## config.mk

```make
export PLATFORM = sky130hd
export DESIGN_NAME = atsh_host
export DESIGN_NICKNAME = d
export VERILOG_FILES = /design/src/atsh_ahb_slave.v /design/src/atsh_pin_timer.v /design/src/atsh_host.v
export VERILOG_INCLUDE_DIRS = /design/src /design/src/src
export SDC_FILE = /design/constraint.sdc
export NUM_CORES = 1
export LEC_CHECK = 0
export BUFFER_PORTS_ARGS = -buffer_cell sky130_fd_sc_hd__buf_2
export CORE_AREA = 2 2 93 95
export CTS_CLUSTER_SIZE = 14
export DETAILED_ROUTE_END_ITERATION = 7
export DIE_AREA = 0 0 95 97
export PLACE_DENSITY = 0.84
export SYNTH_ARGS = -nofsm -noshare
export SYNTH_HDL_FRONTEND = slang
export SYNTH_SLANG_ARGS = --single-unit
```

## constraint.sdc

```tcl
create_clock -name clk_i -period 6.9 [get_ports clk_i]
set_clock_uncertainty 0.2 [all_clocks]
set_input_delay 2.07 -clock clk_i [delete_from_list [all_inputs] [get_ports clk_i]]
set_output_delay 2.07 -clock clk_i [all_outputs]
set_load 0.005 [all_outputs]
```

## src/atsh_consts.vh

```
/*
 * Constants for the two-step converter host controller: register offsets,
 * field positions, reset values and pin timing counts.
 * Assumes a 250 MHz controller clock (4 ns period).
 */
`ifndef ATSH_CONSTS_VH
`define ATSH_CONSTS_VH

`define ATSH_CLK_PERIOD_NS   4

// Register byte offsets
`define ATSH_REG_CTRL        8'h00
`define ATSH_REG_STATUS      8'h04
`define ATSH_REG_IRQ_STAT    8'h08
`define ATSH_REG_IRQ_MASK    8'h0C
`define ATSH_REG_RESULT      8'h10
`define ATSH_REG_ACQ         8'h14

// CTRL fields
`define ATSH_CTRL_START      0
`define ATSH_CTRL_MODE       1
`define ATSH_CTRL_RDSEL      3
`define ATSH_CTRL_RDSEL_W    2
`define ATSH_CTRL_RESET      32'h0000_0000

// Read style codes
`define ATSH_RD_INT          2'h0
`define ATSH_RD_EXT          2'h1
`define ATSH_RD_PIPE         2'h2
`define ATSH_RD_ALONE        2'h3

// STATUS fields
`define ATSH_ST_BUSY         0
`define ATSH_ST_RDY          1
`define ATSH_ST_EOC          2
`define ATSH_ST_OVF          3

// IRQ bits
`define ATSH_IRQ_DONE        0
`define ATSH_IRQ_OVF         1
`define ATSH_IRQ_W           2

// Timing in ns, as printed
`define ATSH_T_ACQ_NS        600
`define ATSH_T_EXTRD_NS      600
`define ATSH_T_EOC_NS        700
`define ATSH_T_GAP_NS        500
`define ATSH_T_APER_NS       100
`define ATSH_T_ALONE_NS      700

// Least times round up to whole cycles
`define ATSH_CYC_MIN(ns) (((ns) + `ATSH_CLK_PERIOD_NS - 1) / `ATSH_CLK_PERIOD_NS)

`endif

```

## src/atsh_ahb_slave.v

```verilog
/*
 * AHB-Lite register slave for the host controller.
 * Assumes a single master, single word transfers, zero wait states.
 */
`timescale 1ns/1ps
`default_nettype none
`include "atsh_consts.vh"

module atsh_ahb_slave (
  // Clock and reset
  input  wire        clk_i,
  input  wire        rst_n_i,
  // AHB-Lite
  input  wire        hsel_i,
  input  wire [31:0] haddr_i,
  input  wire [1:0]  htrans_i,
  input  wire        hwrite_i,
  input  wire [2:0]  hsize_i,
  input  wire [31:0] hwdata_i,
  input  wire        hready_i,
  output reg  [31:0] hrdata_o,
  output wire        hreadyout_o,
  output wire        hresp_o,
  // Register file side
  output reg         wr_o,
  output reg  [7:0]  wr_addr_o,
  output wire [31:0] wr_data_o,
  output reg  [7:0]  rd_addr_o,
  input  wire [31:0] rd_data_i
);

  reg rd_pend;

  assign hreadyout_o = 1'b1;
  assign hresp_o     = 1'b0;
  assign wr_data_o   = hwdata_i;

  always @(posedge clk_i or negedge rst_n_i) begin
    if (!rst_n_i) begin
      wr_o      <= 1'b0;
      wr_addr_o <= 8'h00;
      rd_addr_o <= 8'h00;
      rd_pend   <= 1'b0;
    end else begin
      wr_o    <= hsel_i & hready_i & htrans_i[1] & hwrite_i;
      rd_pend <= hsel_i & hready_i & htrans_i[1] & ~hwrite_i;
      if (hsel_i & hready_i & htrans_i[1]) begin
        wr_addr_o <= haddr_i[7:0];
        rd_addr_o <= haddr_i[7:0];
      end
    end
  end

  // Read data muxed combinationally in the data phase
  always @* begin
    hrdata_o = 32'h0000_0000;
    if (rd_pend)
      hrdata_o = rd_data_i;
  end

endmodule
`default_nettype wire

```

## src/atsh_pin_timer.v

```verilog
/*
 * Down counter that reports when a programmed delay has expired.
 * Assumes load and count come from the controller sequencer.
 */
`timescale 1ns/1ps
`default_nettype none

module atsh_pin_timer #(
  parameter W = 12
) (
  // Clock and reset
  input  wire         clk_i,
  input  wire         rst_n_i,
  // Control
  input  wire         load_i,
  input  wire [W-1:0] value_i,
  output wire         done_o
);

  reg [W-1:0] cnt;

  assign done_o = (cnt == {W{1'b0}});

  always @(posedge clk_i or negedge rst_n_i) begin
    if (!rst_n_i)
      cnt <= {W{1'b0}};
    else if (load_i)
      cnt <= value_i;
    else if (!done_o)
      cnt <= cnt - {{(W-1){1'b0}}, 1'b1};
  end

endmodule
`default_nettype wire

```

## src/atsh_host.v

```verilog
/*
 * Host controller for an 8-bit two-step flash converter. Drives select,
 * read and write strobes and the mode pin, samples the result bus, ready,
 * end-of-conversion and overflow pins, and reports over AHB-Lite.
 * Assumes converter pins are synchronous to clk_i and settle within the
 * programmed delays.
 */
// Decided for this implementation: the address map and the AHB-Lite interface to the registers.
`timescale 1ns/1ps
`default_nettype none
`include "atsh_consts.vh"

////////////////////////////////////////////////////////////////////////////////
// What this block does
// - Read-only: hold read strobe low until the result word appears.
// - Device drives data only while read and select are low; rise clears flag.
// - External read timing: read low no sooner than 600 ns after write rises.
// - Wait 500 ns after end flag falls before the next write strobe.
// - Write strobe held low at least 600 ns for acquisition.
module atsh_host #(
  parameter TW = 12
) (
  // Clock and reset
  input  wire        clk_i,
  input  wire        rst_n_i,
  // AHB-Lite slave
  input  wire        hsel_i,
  input  wire [31:0] haddr_i,
  input  wire [1:0]  htrans_i,
  input  wire        hwrite_i,
  input  wire [2:0]  hsize_i,
  input  wire [31:0] hwdata_i,
  input  wire        hready_i,
  output wire [31:0] hrdata_o,
  output wire        hreadyout_o,
  output wire        hresp_o,
  // Interrupt
  output reg         irq_o,
  // Converter pins
  output reg         cs_n_o,
  output reg         rd_n_o,
  output reg         mode_o,
  output reg         wr_rdy_o,
  output reg         wr_rdy_oe_n_o,
  input  wire        wr_rdy_i,
  input  wire        eoc_n_i,
  input  wire        overflow_flag_i,
  input  wire [7:0]  result_bus_i
);

  // Cycle counts, cut to the timer width on purpose
  localparam integer N_ACQ   = `ATSH_CYC_MIN(`ATSH_T_ACQ_NS);
  localparam integer N_EXTRD = `ATSH_CYC_MIN(`ATSH_T_EXTRD_NS);
  localparam integer N_EOC   = `ATSH_CYC_MIN(`ATSH_T_EOC_NS);
  localparam integer N_GAP   = `ATSH_CYC_MIN(`ATSH_T_GAP_NS);
  // Pipelined end: flag delay plus setup before the next write
  localparam integer N_PIPE  = `ATSH_CYC_MIN(`ATSH_T_EOC_NS + `ATSH_T_GAP_NS);

  localparam [TW-1:0] C_ACQ   = N_ACQ[TW-1:0];
  localparam [TW-1:0] C_EXTRD = N_EXTRD[TW-1:0];
  localparam [TW-1:0] C_EOC   = N_EOC[TW-1:0];
  localparam [TW-1:0] C_GAP   = N_GAP[TW-1:0];
  localparam [TW-1:0] C_PIPE  = N_PIPE[TW-1:0];

  // Sequencer states
  localparam [2:0] S_IDLE  = 3'd0;
  localparam [2:0] S_ACQ   = 3'd1;
  localparam [2:0] S_WAIT  = 3'd2;
  localparam [2:0] S_READ  = 3'd3;
  localparam [2:0] S_RDWT  = 3'd4;
  localparam [2:0] S_GAP   = 3'd5;

  //////////////////////////////////////////////////////////////////////////////
  // Bus slave and registers

  wire        bwr;
  wire [7:0]  bwa;
  wire [31:0] bwd;
  wire [7:0]  bra;
  reg  [31:0] brd;

  atsh_ahb_slave u_bus (
    .clk_i       (clk_i),
    .rst_n_i     (rst_n_i),
    .hsel_i      (hsel_i),
    .haddr_i     (haddr_i),
    .htrans_i    (htrans_i),
    .hwrite_i    (hwrite_i),
    .hsize_i     (hsize_i),
    .hwdata_i    (hwdata_i),
    .hready_i    (hready_i),
    .hrdata_o    (hrdata_o),
    .hreadyout_o (hreadyout_o),
    .hresp_o     (hresp_o),
    .wr_o        (bwr),
    .wr_addr_o   (bwa),
    .wr_data_o   (bwd),
    .rd_addr_o   (bra),
    .rd_data_i   (brd)
  );

  reg                         ctl_mode;
  reg [`ATSH_CTRL_RDSEL_W-1:0] ctl_rdsel;
  reg [TW-1:0]                acq_cyc;
  reg [`ATSH_IRQ_W-1:0]       irq_stat;
  reg [`ATSH_IRQ_W-1:0]       irq_mask;
  reg [7:0]                   result;
  reg                         ovf;
  reg [2:0]                   state;
  reg                         start_req;
  reg                         ev_done;
  reg                         ev_ovf;
  reg                         pipe_first;

  wire w_ctrl = bwr && (bwa == `ATSH_REG_CTRL);
  wire busy   = (state != S_IDLE);

  always @* begin
    case (bra)
      `ATSH_REG_CTRL:     brd = {27'h000_0000, ctl_rdsel, 1'b0, ctl_mode, 1'b0};
      `ATSH_REG_STATUS:   brd = {28'h000_0000, ovf, ~eoc_n_i, wr_rdy_i, busy};
      `ATSH_REG_IRQ_STAT: brd = {30'h0000_0000, irq_stat};
      `ATSH_REG_IRQ_MASK: brd = {30'h0000_0000, irq_mask};
      `ATSH_REG_RESULT:   brd = {24'h00_0000, result};
      `ATSH_REG_ACQ:      brd = {{(32-TW){1'b0}}, acq_cyc};
      default:            brd = 32'h0000_0000;
    endcase
  end

  always @(posedge clk_i or negedge rst_n_i) begin
    if (!rst_n_i) begin
      ctl_mode  <= 1'b0;
      ctl_rdsel <= `ATSH_RD_INT;
      acq_cyc   <= C_ACQ;
      irq_mask  <= {`ATSH_IRQ_W{1'b0}};
      irq_stat  <= {`ATSH_IRQ_W{1'b0}};
      start_req <= 1'b0;
      irq_o     <= 1'b0;
    end else begin
      if (w_ctrl && !busy) begin
        ctl_mode  <= bwd[`ATSH_CTRL_MODE];
        ctl_rdsel <= bwd[`ATSH_CTRL_RDSEL +: `ATSH_CTRL_RDSEL_W];
      end
      // Pulses shorter than the minimum acquisition are raised to the minimum
      if (bwr && bwa == `ATSH_REG_ACQ)
        acq_cyc <= (bwd[TW-1:0] < C_ACQ) ? C_ACQ : bwd[TW-1:0];
      if (bwr && bwa == `ATSH_REG_IRQ_MASK)
        irq_mask <= bwd[`ATSH_IRQ_W-1:0];
      // Set beats clear in the same cycle
      irq_stat <= (irq_stat & ~((bwr && bwa == `ATSH_REG_IRQ_STAT) ?
                  bwd[`ATSH_IRQ_W-1:0] : {`ATSH_IRQ_W{1'b0}}))
                  | {ev_ovf, ev_done};
      irq_o <= |(irq_stat & irq_mask);
      // One start is remembered while busy; further ones merge into it
      if (w_ctrl && bwd[`ATSH_CTRL_START])
        start_req <= 1'b1;
      else if (state == S_IDLE)
        start_req <= 1'b0;
    end
  end

  //////////////////////////////////////////////////////////////////////////////
  // Conversion sequencer

  reg          tload;
  reg [TW-1:0] tval;
  wire         tdone;

  // One timer serves acquisition, read delay and the gap
  atsh_pin_timer #(.W(TW)) u_tmr (
    .clk_i   (clk_i),
    .rst_n_i (rst_n_i),
    .load_i  (tload),
    .value_i (tval),
    .done_o  (tdone)
  );

  wire ro_mode = ~ctl_mode;

  always @(posedge clk_i or negedge rst_n_i) begin
    if (!rst_n_i) begin
      state         <= S_IDLE;
      cs_n_o        <= 1'b1;
      rd_n_o        <= 1'b1;
      mode_o        <= 1'b0;
      wr_rdy_o      <= 1'b1;
      wr_rdy_oe_n_o <= 1'b1;
      tload         <= 1'b0;
      tval          <= {TW{1'b0}};
      result        <= 8'h00;
      ovf           <= 1'b0;
      ev_done       <= 1'b0;
      ev_ovf        <= 1'b0;
      pipe_first    <= 1'b1;
    end else begin
      tload   <= 1'b0;
      ev_done <= 1'b0;
      ev_ovf  <= 1'b0;
      mode_o  <= ctl_mode;
      // Shared pin only driven in write-then-read mode
      wr_rdy_oe_n_o <= ro_mode;
      if (mode_o != ctl_mode)
        pipe_first <= 1'b1;
      case (state)
        S_IDLE: begin
          // Gap timer must have run out, so queued starts keep the setup
          if (start_req && tdone) begin
            cs_n_o <= 1'b0;
            if (ro_mode) begin
              rd_n_o <= 1'b0;
              state  <= S_WAIT;
            end else begin
              wr_rdy_o <= 1'b0;
              if (ctl_rdsel == `ATSH_RD_PIPE)
                rd_n_o <= 1'b0;
              tload <= 1'b1;
              tval  <= acq_cyc;
              state <= S_ACQ;
            end
          end
        end
        S_ACQ: begin
          if (tdone && !tload) begin
            wr_rdy_o <= 1'b1;
            if (ctl_rdsel == `ATSH_RD_PIPE) begin
              rd_n_o <= 1'b1;
              if (!pipe_first) begin
                result <= result_bus_i;
                ev_done <= 1'b1;
              end
              pipe_first <= 1'b0;
              // Select stays low until the flag fell and the setup passed
              tload <= 1'b1;
              tval  <= C_PIPE;
              state <= S_GAP;
            end else begin
              tload <= 1'b1;
              tval  <= (ctl_rdsel == `ATSH_RD_EXT) ? C_EXTRD : C_EOC;
              state <= S_WAIT;
            end
          end
        end
        S_WAIT: begin
          if (ro_mode) begin
            // Ready low while busy, released at end
            if (wr_rdy_i && !eoc_n_i) begin
              state <= S_RDWT;
            end
          end else if (tdone && !tload) begin
            case (ctl_rdsel)
              `ATSH_RD_EXT: begin
                rd_n_o <= 1'b0;
                state  <= S_RDWT;
              end
              `ATSH_RD_ALONE: begin
                rd_n_o <= 1'b0;
                state  <= S_RDWT;
              end
              default: begin
                // Internal timing: read only once the end flag is low
                if (!eoc_n_i) begin
                  rd_n_o <= 1'b0;
                  state  <= S_RDWT;
                end
              end
            endcase
          end
        end
        S_RDWT: begin
          state <= S_READ;
        end
        S_READ: begin
          // Read and select rise together, which clears the end flag
          result  <= result_bus_i;
          ovf     <= overflow_flag_i;
          ev_done <= 1'b1;
          ev_ovf  <= overflow_flag_i;
          rd_n_o  <= 1'b1;
          cs_n_o  <= 1'b1;
          tload   <= 1'b1;
          tval    <= C_GAP;
          state   <= S_GAP;
        end
        S_GAP: begin
          if (tdone && !tload) begin
            cs_n_o <= 1'b1;
            state  <= S_IDLE;
          end
        end
        default: state <= S_IDLE;
      endcase
    end
  end

endmodule
`default_nettype wire

```

Yosys cells after proc, flatten, opt, wreduce, memory -nomap -nowiden. Index checks and enable logic that the tools add are counted.

$add $sub $neg: 1. $lt $le $gt $ge: 1. Equal/unequal tests: 28. Muxes and demuxes: 58. Bitwise logic cells: 11. Reduce and logical (&&, ||, !) cells: 30.

Operators by type and width (count): $mux W12 (7); $pmux W12 S6 (1); $pmux W12 S3 (1); $mux W3 (9); $mux W1 (26); $mux W8 (3); $pmux W3 S6 (1); $eq A8 B4 Y1 const B (2); $eq A8 B5 Y1 const B (2); $ne A2 B2 Y1 const B (8); $pmux W8 S2 (1); $logic_not A12 Y1 (1); $lt A12 B8 Y1 const B (1); $reduce_and A4 Y1 (3); $sub A12 B1 Y12 const B (1); $logic_and A1 B1 Y1 (9); $mux W9 (1); $ne A3 B3 Y1 const B (3); $reduce_bool A3 Y1 (3); $eq A8 B3 Y1 const B (1); $logic_not A8 Y1 (1); $reduce_and A8 Y1 (1); $eq A3 B2 Y1 const B (2); $eq A3 B3 Y1 const B (2); 24 further kinds (39).

Register bits after elaboration: 76. Input port bits: 85.

Longest topological paths before layout.
Depth in word-level cells: 6. Gate-level depth with buffers: 8. Depth with buffers taken out: 6.

Hierarchy. From an unflattened synthesis, not the netlist that was laid out.

Cells, all modules: 427. Area total of the unflattened synthesis: 4374.2 sq um.

By module, submodules not included: atsh_host (times used 1, cells an instance 260, area each 2762.6 sq um, seq. area each 1362.6 sq um); atsh_ahb_slave (times used 1, cells an instance 101, area each 903.4 sq um, seq. area each 250.2 sq um); atsh_pin_timer (times used 1, cells an instance 66, area each 708.2 sq um, seq. area each 300.3 sq um).

Least setup slack after synthesis. OpenSTA, ideal clock, no wires.

Kind: in2out. From: input wr_rdy_i. To: output hrdata_o[1]. Arrival time: 2847 ps. Required time: 4630 ps. Slack: 1783 ps. Stages: 4. Cell sequence: mux4_2 -> nor2b_1 -> a31oi_1 -> o22ai_1.

Word-level cells in the longest chain between the ends: 2.

RTL lines: from (decl) (RTL line atsh_host.v:45) `input wire wr_rdy_i,`; $pmux W12 S6 (RTL line atsh_host.v:119) `case (bra)`; $mux W12 (RTL line atsh_ahb_slave.v:57) `if (rd_pend)`; to (decl) (RTL line atsh_host.v:34) `output wire [31:0] hrdata_o,`.

Every way passes these cells.

Worst setup path in the final report. Same ends and word-level chain as after synthesis.

==> metrics.txt <==
# port buffers=54; worst hold path class=reg2reg; maximum number of pins on one net before global-route repair=between 70 and 80; power per standard cell area=345.8 nW/um^2; run status=finished, final reports clean; number of buffers inserted during clock tree synthesis=9; area of the mapped netlist=4566 sq um; leftover overflow at the end of global routing=0; Yosys top cell by area=dfrtp_1; maximum root-to-sink buffer count=2; fraction of layout instances using a drive strength above 1=23.27%; cell with the most instances on the worst path=buf_2; Switch Pwr=673.6 uW; top-area cell type share of the netlist area=36.72%; final critical-path share of the clock period=about 79%; effective utilization at floorplan=56.13%; Yosys warnings=0; fraction of power spent switching nets=38.81%; total wirelength of the detailed-routed design=10810 um; RePlAce Congestion=0.8862; core box area=8134 sq um; max capacitance violation total=0; number of inserted diodes=0; largest cells by area after synthesis=dfrtp_1 37%, dfstp_2 5.2%, mux2_2 4.7%; Top FF cell, synth=dfrtp_1; Data required, critical path=4.63 ns; cell count of the worst hold path=1; longest individual stage delay on the worst path=0.44 ns; Synth-to-Final Area Change=9.948%; CTS tree=done; master of the slowest instance on the critical path=mux4_2; transition time at the pin with the least slew margin=0.9479 ns; leading cell types by count after synthesis=67 x dfrtp_1, 35 x nor2_1, 34 x nand2_1; drt pass-1 iters=5; crit path max fanout=2; post-cts sizing count=0; DR vias=3878; clock latency of the later-clocked register in the worst-skew pair=~0.35 ns; worst path arrival time=3.20 ns; count of flip-flops with a built-in enable after synthesis=0; IO Pins=roughly 130; library cells used by synthesis=71; number of nets in the final layout=606; post-route DRC violation count=0; critical path capture point type=output port; normalized max-slew margin=between 30% and 40%; share of power burned in combinational logic=35.6%; average size of a mapped cell=9.572 sq um; Cells after Synth=477; fmax=182.7 MHz; CTS sink count=76; master cell of the clock root buffer=clkbuf_8; number of cell rows=33; die span in y=97 um; CP Launch Type=input port; number of global-route vias before repair=3774; setup TNS=0 ns; share of total power in the clock network=around 22%; CP cell instances=buf_2 -> mux4_2 -> nor2b_1 -> a31oi_1 -> o22ai_1 -> buf_2; capturing point of the worst reg2reg path=result[7]; portion of the post-synthesis area used by sequential elements=41.90%; Reg2Reg Launch Point=u_tmr.cnt[0]; final number of max-transition violations=0; number of vias per cell after detailed routing=6.205; Crit. Startpoint=wr_rdy_i; ys async rst share=100.0%; post-route minimum period=5.473 ns; initial antenna violation count=0; Global Route Usage Sum=about a quarter; share of power burned in registers=a little over two fifths; hold buffer count at cts=0; count leader, synth=dfrtp_1; critical path class=in2out; number of failing setup endpoints in the final timing report=0; reg-to-reg setup timing slack=4.24 ns; Hold Fails Final Rpt=0; placed wire-length estimate after detailed placement=approximately 7700 um; RSZ-0062 raised after global routing=false; width of the die=95 um; number of buffers inserted to repair setup after CTS=0; placement-stage worst setup slack=1.445 ns; clock-pin slew of the registers on the worst-case setup and hold paths=roughly 0.08 ns; number of DRC violations after detailed-routing iteration 0=422; Antenna Nets Post-Route=0; flip-flop and latch count after synthesis=76; design internal power=1062 uW; maximum level of the CTS H-tree=3; average wire length per cell after detail routing=17.30 um; Leakage Power=0.002258 uW; global-route wire length before repair=approximately 18000 um; Setup WS post-layout=1.427 ns; worst reg-to-reg path cell count=7; maximum vdd ir drop=187.9 uV; die area=9215 sq um; Critical Path Sink=hrdata_o[1]
==> worst max-delay path, delay by kind of cell <==
| kind | cells | cell delay [ns] |
|---|---|---|
| simple gates | 1 | 0.14 |
| compound gates | 2 | 0.30 |
| mux | 1 | 0.44 |
| buf+inv | 2 | 0.24 |
==> through the flow <==
stage	std cells	cell area [sq um]	util [%]	hold slack (ns)	power, uW
global route	625	5020	61.71	0.2533	1848
detailed placement	609	4795	58.94	0.2155	1343
CTS	625	5020	61.71	0.2340	1726
finish	625	5020	61.71	0.2320	1736
global placement	609	4795	58.94	0.2118	1302
floorplan	497	4641	-	0.1487	1180
==> state kept, by name, indices dropped and copies added (netlist names), 2 cells and up <==
| signal | flops |
|---|---|
| tval | 12 |
| irq_mask | 2 |
| state | 3 |
| ctl_rdsel | 2 |
| irq_stat | 2 |
| u_tmr.cnt | 12 |
| acq_cyc | 12 |
| u_bus.wr_addr_o | 8 |
| result | 8 |
==> layer usage <==
layer,track usage (%),part of all wire [%]
met5,0,0
met1,32.75,41
met3,3.660,6.6
met2,41.19,51
met4,10.03,2.1
==> kinds of logic (layout without fill, tap and decap cells) <==
logic type	count (synthesis)	in the layout	synth area share, %
AOI/OAI and AO/OA	107	107	16.94
xor gates and xnor gates	4	4	0.7673
adders and majority gates	6	6	1.644
buffers and inverters	80	103	8.906
DFF	76	76	41.90
muxes	38	38	9.235
other	2	22	0.1645
and+or+nand+nor	164	164	20.44
==> layout make-up <==
type | count | area (sq um)
Clock buffer | 11 | 141.4
Clock inverter | 5 | 83.83
Fill cell | 677 | 3114
Inverter | 26 | 97.59
Multi-Input combinational cell | 341 | 2327
Sequential cell | 76 | 1913
Tap cell | 105 | 131.4
Timing Repair Buffer | 61 | 325.3
==> power groups by stage <==
stage / clock network [uW] / registers [uW] / logic [uW]
6_report: 385 / 732 / 618
5_1_grt: 403 / 748 / 696
4_1_cts: 387 / 727 / 612
3_5_place_dp: 0 / 735 / 607
3_3_place_gp: 0 / 725 / 577
2_1_floorplan: 0 / 665 / 515
==> layout by cell type (no fill, tap or decap), drive strengths merged, types with 6 or more instances in the layout <==
cell type	synthesis	routed
inv	26	27
dfrtp	67	67
o32ai	8	8
a21oi	13	13
conb	2	22
nand3	14	14
ha	6	6
o21ai	18	18
nand4	7	7
dfstp	9	9
a31oi	10	10
mux2i	17	17
a41oi	10	10
nand2	34	34
mux2	20	20
and3	8	8
nor3	10	10
buf	35	61
nand2b	14	14
clkbuf	19	11
nor2	35	35
==> worst min-delay path by stage <==
stage	start	slack, ns	endpoint
2_1_floorplan	ctl_mode	0.15	mode_o
3_3_place_gp	ev_done	0.21	irq_stat[0]
3_5_place_dp	ev_done	0.22	irq_stat[0]
4_1_cts	ev_done	0.23	irq_stat[0]
5_1_grt	ev_ovf	0.25	irq_stat[1]
6_report	ev_done	0.23	irq_stat[0]
No activity file was read; power rests on OpenSTA's default activity.
